==> config.mk <==
export PLATFORM = sky130hd
export DESIGN_NAME = special_register_bank
export DESIGN_NICKNAME = d
export VERILOG_FILES = /design/src/rtl/sfr_bank_pkg.sv /design/src/rtl/data_memory.sv /design/src/rtl/special_register_bank.sv
export SDC_FILE = /design/constraint.sdc
export NUM_CORES = 2
export LEC_CHECK = 0
export BUFFER_PORTS_ARGS = -buffer_cell sky130_fd_sc_hd__buf_4
export CELL_PAD_IN_SITES_DETAIL_PLACEMENT = 0
export CELL_PAD_IN_SITES_GLOBAL_PLACEMENT = 1
export CORE_ASPECT_RATIO = 0.8
export CORE_UTILIZATION = 45
export CTS_BUF_LIST = sky130_fd_sc_hd__clkbuf_8
export CTS_CLUSTER_SIZE = 10
export DETAILED_ROUTE_END_ITERATION = 6
export PLACE_DENSITY_LB_ADDON = 0.1
export SLEW_MARGIN = 20
export SYNTH_ARGS = -nofsm -noshare
export SYNTH_HDL_FRONTEND = slang
export SYNTH_SLANG_ARGS = --single-unit
export TNS_END_PERCENT = 10
==> constraint.sdc <==
create_clock -name i_clk -period 7.95 [get_ports i_clk]
set_clock_uncertainty 0.05 [all_clocks]
set_input_delay 1.59 -clock i_clk [delete_from_list [all_inputs] [get_ports i_clk]]
set_output_delay 1.59 -clock i_clk [all_outputs]
set_load 0.02 [all_outputs]
==> src/rtl/sfr_bank_pkg.sv <==
package sfr_bank_pkg;

   // ==========================================================
   // bus geometry
   // ==========================================================
   localparam int ADDR_W = 10;            // byte address, four bytes per register index
   localparam int IDX_W = 8;              // register index width
   localparam int DATA_W = 32;            // avalon data width
   localparam int PC_W = 13;              // full program counter
   localparam int LATCH_W = 5;            // upper counter bits held by the latch
   localparam int JUMP_W = 11;            // target bits carried by a core jump
   localparam int MEM_DEPTH = 256;        // bytes reachable through the pointer

   // ==========================================================
   // register indices (byte address = index * 4)
   // ==========================================================
   localparam logic [7:0] IDX_INDIRECT = 8'h80;
   localparam logic [7:0] IDX_OPTION = 8'h81;
   localparam logic [7:0] IDX_PCL = 8'h82;
   localparam logic [7:0] IDX_STATUS = 8'h83;
   localparam logic [7:0] IDX_POINTER = 8'h84;
   localparam logic [7:0] IDX_PORT_A_DIRECTION = 8'h85;
   localparam logic [7:0] IDX_PORT_B_DIRECTION = 8'h86;
   localparam logic [7:0] IDX_PORT_C_DIRECTION = 8'h87;
   localparam logic [7:0] IDX_LATCH = 8'h8a;
   localparam logic [7:0] IDX_INTCTL = 8'h8b;
   localparam logic [7:0] IDX_PIE = 8'h8c;
   localparam logic [7:0] IDX_POWER_RESET_FLAGS = 8'h8e;
   localparam logic [7:0] IDX_PERIOD = 8'h92;
   localparam logic [7:0] IDX_SLAVE_ADDR = 8'h93;
   localparam logic [7:0] IDX_SERIAL_STATE = 8'h94;
   localparam logic [7:0] IDX_ANALOG_CFG = 8'h9f;
   localparam logic [7:0] BANK1_BIT = 8'h80;  // set on every second-bank index

   // ==========================================================
   // plain storage registers: index, writable mask, reset value
   // ==========================================================
   localparam int PLAIN_N = 8;
   localparam logic [7:0] PLAIN_IDX [PLAIN_N] = '{
      IDX_OPTION, IDX_PORT_A_DIRECTION, IDX_PORT_B_DIRECTION, IDX_PORT_C_DIRECTION,
      IDX_PIE, IDX_PERIOD, IDX_SLAVE_ADDR, IDX_ANALOG_CFG};
   localparam logic [7:0] PLAIN_MASK [PLAIN_N] = '{
      8'hff, 8'h3f, 8'hff, 8'hff, 8'h4f, 8'hff, 8'hff, 8'h07};
   localparam logic [7:0] PLAIN_RST [PLAIN_N] = '{
      8'hff, 8'h3f, 8'hff, 8'hff, 8'h00, 8'hff, 8'h00, 8'h00};

   // ==========================================================
   // core registers: masks and reset values
   // ==========================================================
   localparam logic [7:0] STATUS_RST = 8'h18;       // power-up: timeout and powerdown set
   localparam logic [7:0] STATUS_SW_MASK = 8'he7;   // timeout/powerdown not writable
   localparam logic [7:0] STATUS_WARM_KEEP = 8'h07; // arithmetic flags survive warm reset
   localparam int STATUS_TO_BIT = 4;
   localparam int STATUS_PD_BIT = 3;
   localparam int STATUS_IBS_BIT = 7;
   localparam int STATUS_DBH_BIT = 6;
   localparam int STATUS_RP0_BIT = 5;
   localparam logic [7:0] POINTER_RST = 8'h00;
   localparam logic [7:0] INTCTL_RST = 8'h00;
   localparam logic [7:0] INTCTL_WARM_KEEP = 8'h01; // only the port-change flag survives
   localparam logic [7:0] POWER_RESET_FLAGS_MASK = 8'h03;
   localparam logic [7:0] POWER_RESET_FLAGS_RST = 8'h00;
   localparam logic [4:0] LATCH_RST = 5'h00;
   localparam logic [12:0] PC_RST = 13'h0000;
   localparam logic [5:0] SERIAL_MASK = 6'h3f;

   // ==========================================================
   // decoded target of an access
   // ==========================================================
   typedef enum logic [3:0] {
      SEL_NONE = 4'b0000,
      SEL_INDIRECT = 4'b0001,
      SEL_PCL = 4'b0010,
      SEL_STATUS = 4'b0011,
      SEL_POINTER = 4'b0100,
      SEL_LATCH = 4'b0101,
      SEL_INTCTL = 4'b0110,
      SEL_POWER_RESET_FLAGS = 4'b0111,
      SEL_SERIAL = 4'b1000,
      SEL_PLAIN = 4'b1001
   } sel_t;

endpackage

==> src/rtl/data_memory.sv <==
`timescale 1ns/1ps
`default_nettype none

// ==========================================================
// byte memory behind the indirect access port
// ==========================================================
module data_memory
   import sfr_bank_pkg::*;
(
   input wire logic i_clk,
   input wire logic i_ce,
   input wire logic i_we,
   input wire logic [7:0] i_addr,
   input wire logic [7:0] i_wdata,
   output logic [7:0] o_rdata
);
   // contents are not cleared by any reset, like real ram
   logic [7:0] mem [MEM_DEPTH];

   // write port, frozen with the clock enable
   always_ff @(posedge i_clk) begin
      if (i_ce && i_we) begin
         mem[i_addr] <= i_wdata;
      end
   end

   // read is asynchronous so the bus can sample it on the same cycle
   assign o_rdata = mem[i_addr];

endmodule
`default_nettype wire

==> src/rtl/special_register_bank.sv <==
`timescale 1ns/1ps
`default_nettype none

// Operation
// - core registers mirrored at both bank addresses, except power reset flags
// - no address reaches upper program counter
// - latch holds pc 12:8, copied on update
// - external or watchdog reset uses warm values
module special_register_bank
   import sfr_bank_pkg::*;
(
   input wire logic i_clk,
   input wire logic i_rst_n,
   input wire logic i_ce,
   input wire logic [sfr_bank_pkg::ADDR_W-1:0] i_avs_address,
   input wire logic i_avs_read,
   input wire logic i_avs_write,
   input wire logic [sfr_bank_pkg::DATA_W-1:0] i_avs_writedata,
   input wire logic [3:0] i_avs_byteenable,
   output logic [sfr_bank_pkg::DATA_W-1:0] o_avs_readdata,
   output logic o_avs_waitrequest,
   input wire logic i_warm_rst,
   input wire logic i_warm_timeout,
   input wire logic i_warm_powerdown,
   input wire logic i_pc_advance,
   input wire logic i_pc_jump,
   input wire logic [sfr_bank_pkg::JUMP_W-1:0] i_pc_jump_target,
   input wire logic [5:0] i_serial_state,
   output logic [sfr_bank_pkg::PC_W-1:0] o_pc,
   output logic o_indirect_bank_select,
   output logic o_direct_bank_select_high,
   output logic o_bank_select_low,
   output logic [7:0] o_interrupt_control,
   output logic [7:0] o_option_config,
   output logic [7:0] o_port_a_direction,
   output logic [7:0] o_port_b_direction,
   output logic [7:0] o_port_c_direction,
   output logic [7:0] o_peripheral_irq_enable,
   output logic [7:0] o_timer_period,
   output logic [7:0] o_serial_slave_address,
   output logic [7:0] o_analog_pin_config
);
   import sfr_bank_pkg::*;

   // ==========================================================
   // decode helpers
   // ==========================================================
   // bank-zero aliases fold onto the second-bank index
   function automatic sel_t decode_sel(input logic [7:0] idx);
      logic [7:0] f;
      sel_t s;
      f = idx | BANK1_BIT;
      s = SEL_NONE;
      if (idx == IDX_INDIRECT || f == IDX_INDIRECT) s = SEL_INDIRECT;
      else if (idx == IDX_PCL || f == IDX_PCL) s = SEL_PCL;
      else if (idx == IDX_STATUS || f == IDX_STATUS) s = SEL_STATUS;
      else if (idx == IDX_POINTER || f == IDX_POINTER) s = SEL_POINTER;
      else if (idx == IDX_LATCH || f == IDX_LATCH) s = SEL_LATCH;
      else if (idx == IDX_INTCTL || f == IDX_INTCTL) s = SEL_INTCTL;
      else if (idx == IDX_POWER_RESET_FLAGS) s = SEL_POWER_RESET_FLAGS;
      else if (idx == IDX_SERIAL_STATE) s = SEL_SERIAL;
      else begin
         for (int k = 0; k < PLAIN_N; k++) begin
            if (idx == PLAIN_IDX[k]) s = SEL_PLAIN;
         end
      end
      return s;
   endfunction

   // ==========================================================
   // avalon slave handshake
   // ==========================================================
   logic [7:0] idx;           // register index from the byte address
   sel_t sel;                 // decoded target
   logic req;                 // read or write pending
   logic ack_q;               // second cycle of a request
   logic accept;              // edge at which the request completes
   logic wr_ok;               // accepted write on the low byte lane
   logic [7:0] wbyte;         // low byte of the write data

   assign idx = i_avs_address[ADDR_W-1:2];
   assign sel = decode_sel(idx);
   assign req = i_avs_read | i_avs_write;
   // one wait state on every access; clock enable low stretches it
   assign o_avs_waitrequest = req & ~(ack_q & i_ce);
   assign accept = req & ack_q & i_ce;
   assign wr_ok = accept & i_avs_write & i_avs_byteenable[0];
   assign wbyte = i_avs_writedata[7:0];

   // ack toggles high for one enabled cycle per request
   always_ff @(posedge i_clk or negedge i_rst_n) begin
      if (!i_rst_n) begin
         ack_q <= 1'b0;
      end else if (i_ce) begin
         ack_q <= req & ~ack_q;
      end
   end

   // ==========================================================
   // plain storage registers
   // ==========================================================
   logic [7:0] plain_q [PLAIN_N];   // same value on every reset class

   generate
      for (genvar g = 0; g < PLAIN_N; g++) begin : g_plain
         // reserved bits stay zero through the mask
         always_ff @(posedge i_clk or negedge i_rst_n) begin
            if (!i_rst_n) begin
               plain_q[g] <= PLAIN_RST[g];
            end else if (i_ce) begin
               if (i_warm_rst) begin
                  plain_q[g] <= PLAIN_RST[g];
               end else if (wr_ok && idx == PLAIN_IDX[g]) begin
                  plain_q[g] <= wbyte & PLAIN_MASK[g];
               end
            end
         end
      end
   endgenerate

   // ==========================================================
   // core registers shared by both banks, except the power reset flags
   // ==========================================================
   logic [7:0] status_q;     // bank selects, reset cause, arithmetic flags
   logic [7:0] pointer_q;    // indirect pointer
   logic [7:0] intctl_q;     // interrupt control
   logic [7:0] power_reset_flags_q;       // power reset flags
   logic [4:0] latch_q;      // write buffer for pc 12:8

   // status: warm reset loads the cause bits from the core
   always_ff @(posedge i_clk or negedge i_rst_n) begin
      if (!i_rst_n) begin
         status_q <= STATUS_RST;
      end else if (i_ce) begin
         if (i_warm_rst) begin
            status_q <= status_q & STATUS_WARM_KEEP;
            status_q[STATUS_TO_BIT] <= i_warm_timeout;
            status_q[STATUS_PD_BIT] <= i_warm_powerdown;
         end else if (wr_ok && sel == SEL_STATUS) begin
            // reserved bank bits are stored as written; software keeps them clear
            status_q <= (status_q & ~STATUS_SW_MASK) | (wbyte & STATUS_SW_MASK);
         end
      end
   end

   // pointer keeps its value on a warm reset
   always_ff @(posedge i_clk or negedge i_rst_n) begin
      if (!i_rst_n) begin
         pointer_q <= POINTER_RST;
      end else if (i_ce && !i_warm_rst && wr_ok && sel == SEL_POINTER) begin
         pointer_q <= wbyte;
      end
   end

   // interrupt control: all but the port-change flag clear on warm reset
   always_ff @(posedge i_clk or negedge i_rst_n) begin
      if (!i_rst_n) begin
         intctl_q <= INTCTL_RST;
      end else if (i_ce) begin
         if (i_warm_rst) begin
            intctl_q <= intctl_q & INTCTL_WARM_KEEP;
         end else if (wr_ok && sel == SEL_INTCTL) begin
            intctl_q <= wbyte;
         end
      end
   end

   // power flags are untouched by warm resets
   always_ff @(posedge i_clk or negedge i_rst_n) begin
      if (!i_rst_n) begin
         power_reset_flags_q <= POWER_RESET_FLAGS_RST;
      end else if (i_ce && !i_warm_rst && wr_ok && sel == SEL_POWER_RESET_FLAGS) begin
         power_reset_flags_q <= wbyte & POWER_RESET_FLAGS_MASK;
      end
   end

   // latch: a write only buffers, it never moves the counter
   always_ff @(posedge i_clk or negedge i_rst_n) begin
      if (!i_rst_n) begin
         latch_q <= LATCH_RST;
      end else if (i_ce) begin
         if (i_warm_rst) begin
            latch_q <= LATCH_RST;
         end else if (wr_ok && sel == SEL_LATCH) begin
            latch_q <= wbyte[LATCH_W-1:0];
         end
      end
   end

   // ==========================================================
   // program counter
   // ==========================================================
   logic [12:0] pc_q;
   logic pcl_wr;

   assign pcl_wr = wr_ok & (sel == SEL_PCL);

   // the upper byte has no address; it only moves by counting, reset, jump target bits 10:8 or from the latch
   always_ff @(posedge i_clk or negedge i_rst_n) begin
      if (!i_rst_n) begin
         pc_q <= PC_RST;
      end else if (i_ce) begin
         if (i_warm_rst) begin
            pc_q <= PC_RST;
         end else if (pcl_wr) begin
            pc_q <= {latch_q, wbyte};
         end else if (i_pc_jump) begin
            // jump carries 11 bits; the top two come from the latch
            pc_q <= {latch_q[4:3], i_pc_jump_target};
         end else if (i_pc_advance) begin
            pc_q <= pc_q + 13'h0001;
         end
      end
   end

   // ==========================================================
   // indirect access through the pointer
   // ==========================================================
   logic [7:0] mem_rdata;

   // no storage of its own: reads and writes land in the ram
   data_memory u_mem (
      .i_clk(i_clk),
      .i_ce(i_ce),
      .i_we(wr_ok & (sel == SEL_INDIRECT) & ~i_warm_rst),
      .i_addr(pointer_q),
      .i_wdata(wbyte),
      .o_rdata(mem_rdata)
   );

   // ==========================================================
   // read data
   // ==========================================================
   logic [7:0] rbyte;
   logic [31:0] rdata_q;

   // read mux; unmapped and upper-counter indices answer zero
   always_comb begin
      rbyte = 8'h00;
      unique case (sel)
         SEL_INDIRECT: rbyte = mem_rdata;
         SEL_PCL: rbyte = pc_q[7:0];
         SEL_STATUS: rbyte = status_q;
         SEL_POINTER: rbyte = pointer_q;
         SEL_LATCH: rbyte = {3'h0, latch_q};
         SEL_INTCTL: rbyte = intctl_q;
         SEL_POWER_RESET_FLAGS: rbyte = power_reset_flags_q;
         SEL_SERIAL: rbyte = {2'h0, i_serial_state & SERIAL_MASK};
         SEL_PLAIN: begin
            for (int k = 0; k < PLAIN_N; k++) begin
               if (idx == PLAIN_IDX[k]) rbyte = plain_q[k];
            end
         end
         SEL_NONE: rbyte = 8'h00;
         default: rbyte = 8'h00;
      endcase
   end

   // captured in the wait cycle, stands through the accept edge
   always_ff @(posedge i_clk or negedge i_rst_n) begin
      if (!i_rst_n) begin
         rdata_q <= 32'h0000_0000;
      end else if (i_ce && i_avs_read && !ack_q) begin
         rdata_q <= {24'h00_0000, rbyte};
      end
   end

   // ==========================================================
   // outputs
   // ==========================================================
   assign o_avs_readdata = rdata_q;
   assign o_pc = pc_q;
   assign o_indirect_bank_select = status_q[STATUS_IBS_BIT];
   assign o_direct_bank_select_high = status_q[STATUS_DBH_BIT];
   assign o_bank_select_low = status_q[STATUS_RP0_BIT];
   assign o_interrupt_control = intctl_q;
   assign o_option_config = plain_q[0];
   assign o_port_a_direction = plain_q[1];
   assign o_port_b_direction = plain_q[2];
   assign o_port_c_direction = plain_q[3];
   assign o_peripheral_irq_enable = plain_q[4];
   assign o_timer_period = plain_q[5];
   assign o_serial_slave_address = plain_q[6];
   assign o_analog_pin_config = plain_q[7];
endmodule
`default_nettype wire

==> impl_metrics.json <==
{
  "design_area_sq_mm": 0.0963,
  "cts_resized": 0,
  "cts-htree-levels": 5,
  "drc_errors": 32,
  "drt_iter0_markers": 6298,
  "syn_inst": 4415,
  "finalCritPeriodShare_pct": 63.1,
  "sequentialPowerShare_pct": 56.4,
  "num_rows": 143,
  "cts_tree": "done",
  "clk_pin_slew_worst_paths_ns": 0.06,
  "routed_wirelength_microns": 272000,
  "max_freq_ghz": 0.199,
  "ff2ff_setup_slack_ns": 2.94,
  "crit_required_ns": 8.87,
  "antenna_found_initial": 10,
  "clk_latency_ns": 1.07,
  "syn_to_final_growth_pct": 11.6,
  "mostFrequentLayoutCell": "edfxtp_1",
  "hold_depth": 2,
  "fin_setup_tns_ns": 0,
  "rsz0062_at_grt": "false",
  "syn_area_per_cell_sq_um": 19.5,
  "outcome": "finished with violations",
  "num-fill-cells": 15434,
  "path_class": "flip-flop to flip-flop",
  "die_x_microns": 492,
  "numPortBuffers": 130,
  "start_util_pct": 45.4,
  "drive_gt1_share_pct": 26.1,
  "min_to": "o_avs_readdata[1]$_DFFE_PN0P_",
  "p_comb_share_pct": 3.9,
  "coreArea_sq_mm": 0.190,
  "nets": 4814,
  "regToRegEndpoint": "o_avs_readdata[0]$_DFFE_PN0P_",
  "p_sw_mw": 5.14,
  "ant_nets": 0,
  "holdCritStartpoint": "o_avs_readdata[1]$_DFFE_PN0P_",
  "crit_path_frequent_cell": "buf_4",
  "relSlewSlack_pct": 13.5,
  "cts_max_path_buffers": 4,
  "synth_area_sq_mm": 0.0863,
  "swShare_pct": 22.9,
  "placed_cell_area_sq_mm": 0.0901,
  "crit_chain": "buf_4, nor2b_4, buf_4, a22oi_1, and3_1, nor4_1, nand4_1, nor3_1, o221a_2",
  "vias": 46873,
  "tightestPinTransition_ns": 1.29,
  "pin_count": 194,
  "critical_path_arrival_ns": 5.93,
  "powerDensity_mw_per_mm2": 233,
  "grt_overflow_total": 0,
  "cpPeakStageDelay_ns": 0.76,
  "gp_congestion": 0.897,
  "min_period_ns": 5.01,
  "cts_inserted_buffers": 352,
  "grt_pass1_wl_microns": 375000,
  "worstPathMaxFanout": 18,
  "postSynth.asyncResetShare_pct": 4.97,
  "grt_pass1_vias": 45638,
  "maxSlewViolCount": 0,
  "die_h_microns": 394,
  "cts.sinks": 2155,
  "power_frac_clock_pct": 39.7,
  "dpl.hpwl_microns": 168000,
  "post_drt_wl_per_cell_microns": 36.1,
  "ys_seq_area_share_pct": 74.4,
  "post_cts_buffers": 0,
  "first_pass_iters": 7,
  "dp_cells": 6922,
  "holdCritPathClass": "flip-flop to flip-flop",
  "ys_warn_count": 0,
  "vias_per_cell": 6.22,
  "layout.cells.non_filler": 7535,
  "multi_input_area_sq_mm": 0.0204,
  "r2r_cells": 9,
  "root_buffer": "clkbuf_8",
  "grt_max_degree": 166,
  "die-area_sq_mm": 0.193,
  "hold_buffers": 0,
  "setup_viol": 0,
  "synth-edff-count": 2048,
  "violations": "design-rule violations",
  "synth-main-ff-cell": "edfxtp_1",
  "track_usage_pct": 28.0,
  "cp-start-kind": "flip-flop",
  "peakVddDrop_uv": 167,
  "worstSetupEndpointType": "flip-flop",
  "r2r-start": "pointer_q[2]$_DFFE_PN0P_",
  "synth_cell_types": 91,
  "final_cell_mix": "edfxtp_1, mux4_2, clkbuf_8",
  "register_area_sq_mm": 0.0642,
  "yosys_register_bits": 2155,
  "p_leak_nw": 31.6,
  "p_int_mw": 17.3,
  "cap_violations": 0,
  "slowest_stage": "nor3_1",
  "finalHoldViolCount": 0
}
==> critical path, delay by kind of cell (launching register included) <==
| kind | cells | cell delay (ns) |
|---|---|---|
| flops | 1 | 0.71 |
| buf+inv | 2 | 0.99 |
| compound gates | 2 | 0.46 |
| simple gates | 5 | 2.68 |
==> routing by layer <==
metal  GRT usage, %  vias to the layer above  share of wire [%]
met5              0                        -              0.020
met4           8.21                        8                2.8
met2           40.5                     2343                 44
met3           6.94                      413                9.4
met1           42.0                    25304                 43
li1               -                    18805                  -
==> synthesized netlist by cell type, drive strengths merged, types with 36 or more instances <==
cell type,instances,area (sq um)
mux2i,147,1470
edfxtp,2048,61500
dfstp,40,1050
nor3,41,220
a21oi,67,335
inv,36,135
o21ai,59,295
nor2,348,1310
o22a,39,342
mux2,63,709
clkbuf,123,462
o22ai,68,425
a22oi,55,413
mux4,495,11200
nand3,44,220
buf,187,1300
nand2,173,649
dfrtp,67,1680
==> worst max-delay path by stage <==
stage	endpoint	depth (start not counted)	start
2_1_floorplan	u_mem.mem[217][0]$_DFFE_PP_	8	i_avs_address[5]
3_3_place_gp	u_mem.mem[137][1]$_DFFE_PP_	7	i_avs_address[3]
3_5_place_dp	u_mem.mem[137][1]$_DFFE_PP_	7	i_avs_address[3]
4_1_cts	o_avs_readdata[0]$_DFFE_PN0P_	9	pointer_q[2]$_DFFE_PN0P_
5_1_grt	o_avs_readdata[3]$_DFFE_PN0P_	8	pointer_q[0]$_DFFE_PN0P_
6_report	o_avs_readdata[0]$_DFFE_PN0P_	9	pointer_q[2]$_DFFE_PN0P_
==> flip-flops by register name (all words and copies together) (netlist names), 8 cells and up <==
| register | flops |
|---|---|
| o_port_b_direction | 8 |
| o_option_config | 8 |
| o_interrupt_control | 8 |
| o_timer_period | 8 |
| u_mem.mem | 2048 |
| status_q | 8 |
| o_serial_slave_address | 8 |
| o_avs_readdata | 8 |
| o_pc | 13 |
| o_port_c_direction | 8 |
| pointer_q | 8 |
==> cells by family (layout without fill, tap and decap cells) <==
logic type	count (synthesis)	in the layout	synth area share, %
AND/OR/NAND/NOR	745	745	3.96
XOR/XNOR	7	7	0.0711
multiplexers	705	705	15.6
flip-flops	2155	2155	74.4
other	1	43	0.00435
buffers and inverters	348	889	2.21
AO/OA/AOI/OAI	453	453	3.74
adder cells (fa/ha/maj)	1	1	0.0145
==> power groups by stage <==
stage	combinational, mW	sequential [mW]	clock (mW)
after global placement	0.871	12.9	0
after CTS	0.885	12.6	9.01
after detailed placement	0.885	12.9	0
after global routing	0.931	12.6	9.50
after floorplan	0.334	12.9	0
final	0.883	12.6	8.88
==> area by class of cell <==
cell class | instances | share of cell area (%)
multi-input combinational | 1945 | 21.1
sequential | 2155 | 66.7
clock inverter | 243 | 1.27
clock buffer | 360 | 5.15
antenna | 9 | 0.0234
timing repair buffer | 248 | 2.26
inverter | 38 | 0.153
tap | 2537 | 3.30
==> per-stage QoR <==
stage               total power, mW  hold WS [ns]  util, %  worst slack [ns]
floorplan                      13.2         0.429        -              3.84
global placement               13.7         0.421     47.4              2.29
detailed placement             13.8         0.424     47.4              2.19
CTS                            22.5         0.438     50.6              3.09
global route                   23.1         0.460     50.6              3.08
finish                         22.4         0.435     50.6              2.94
Note: power is estimated with default switching activity, not from simulation.
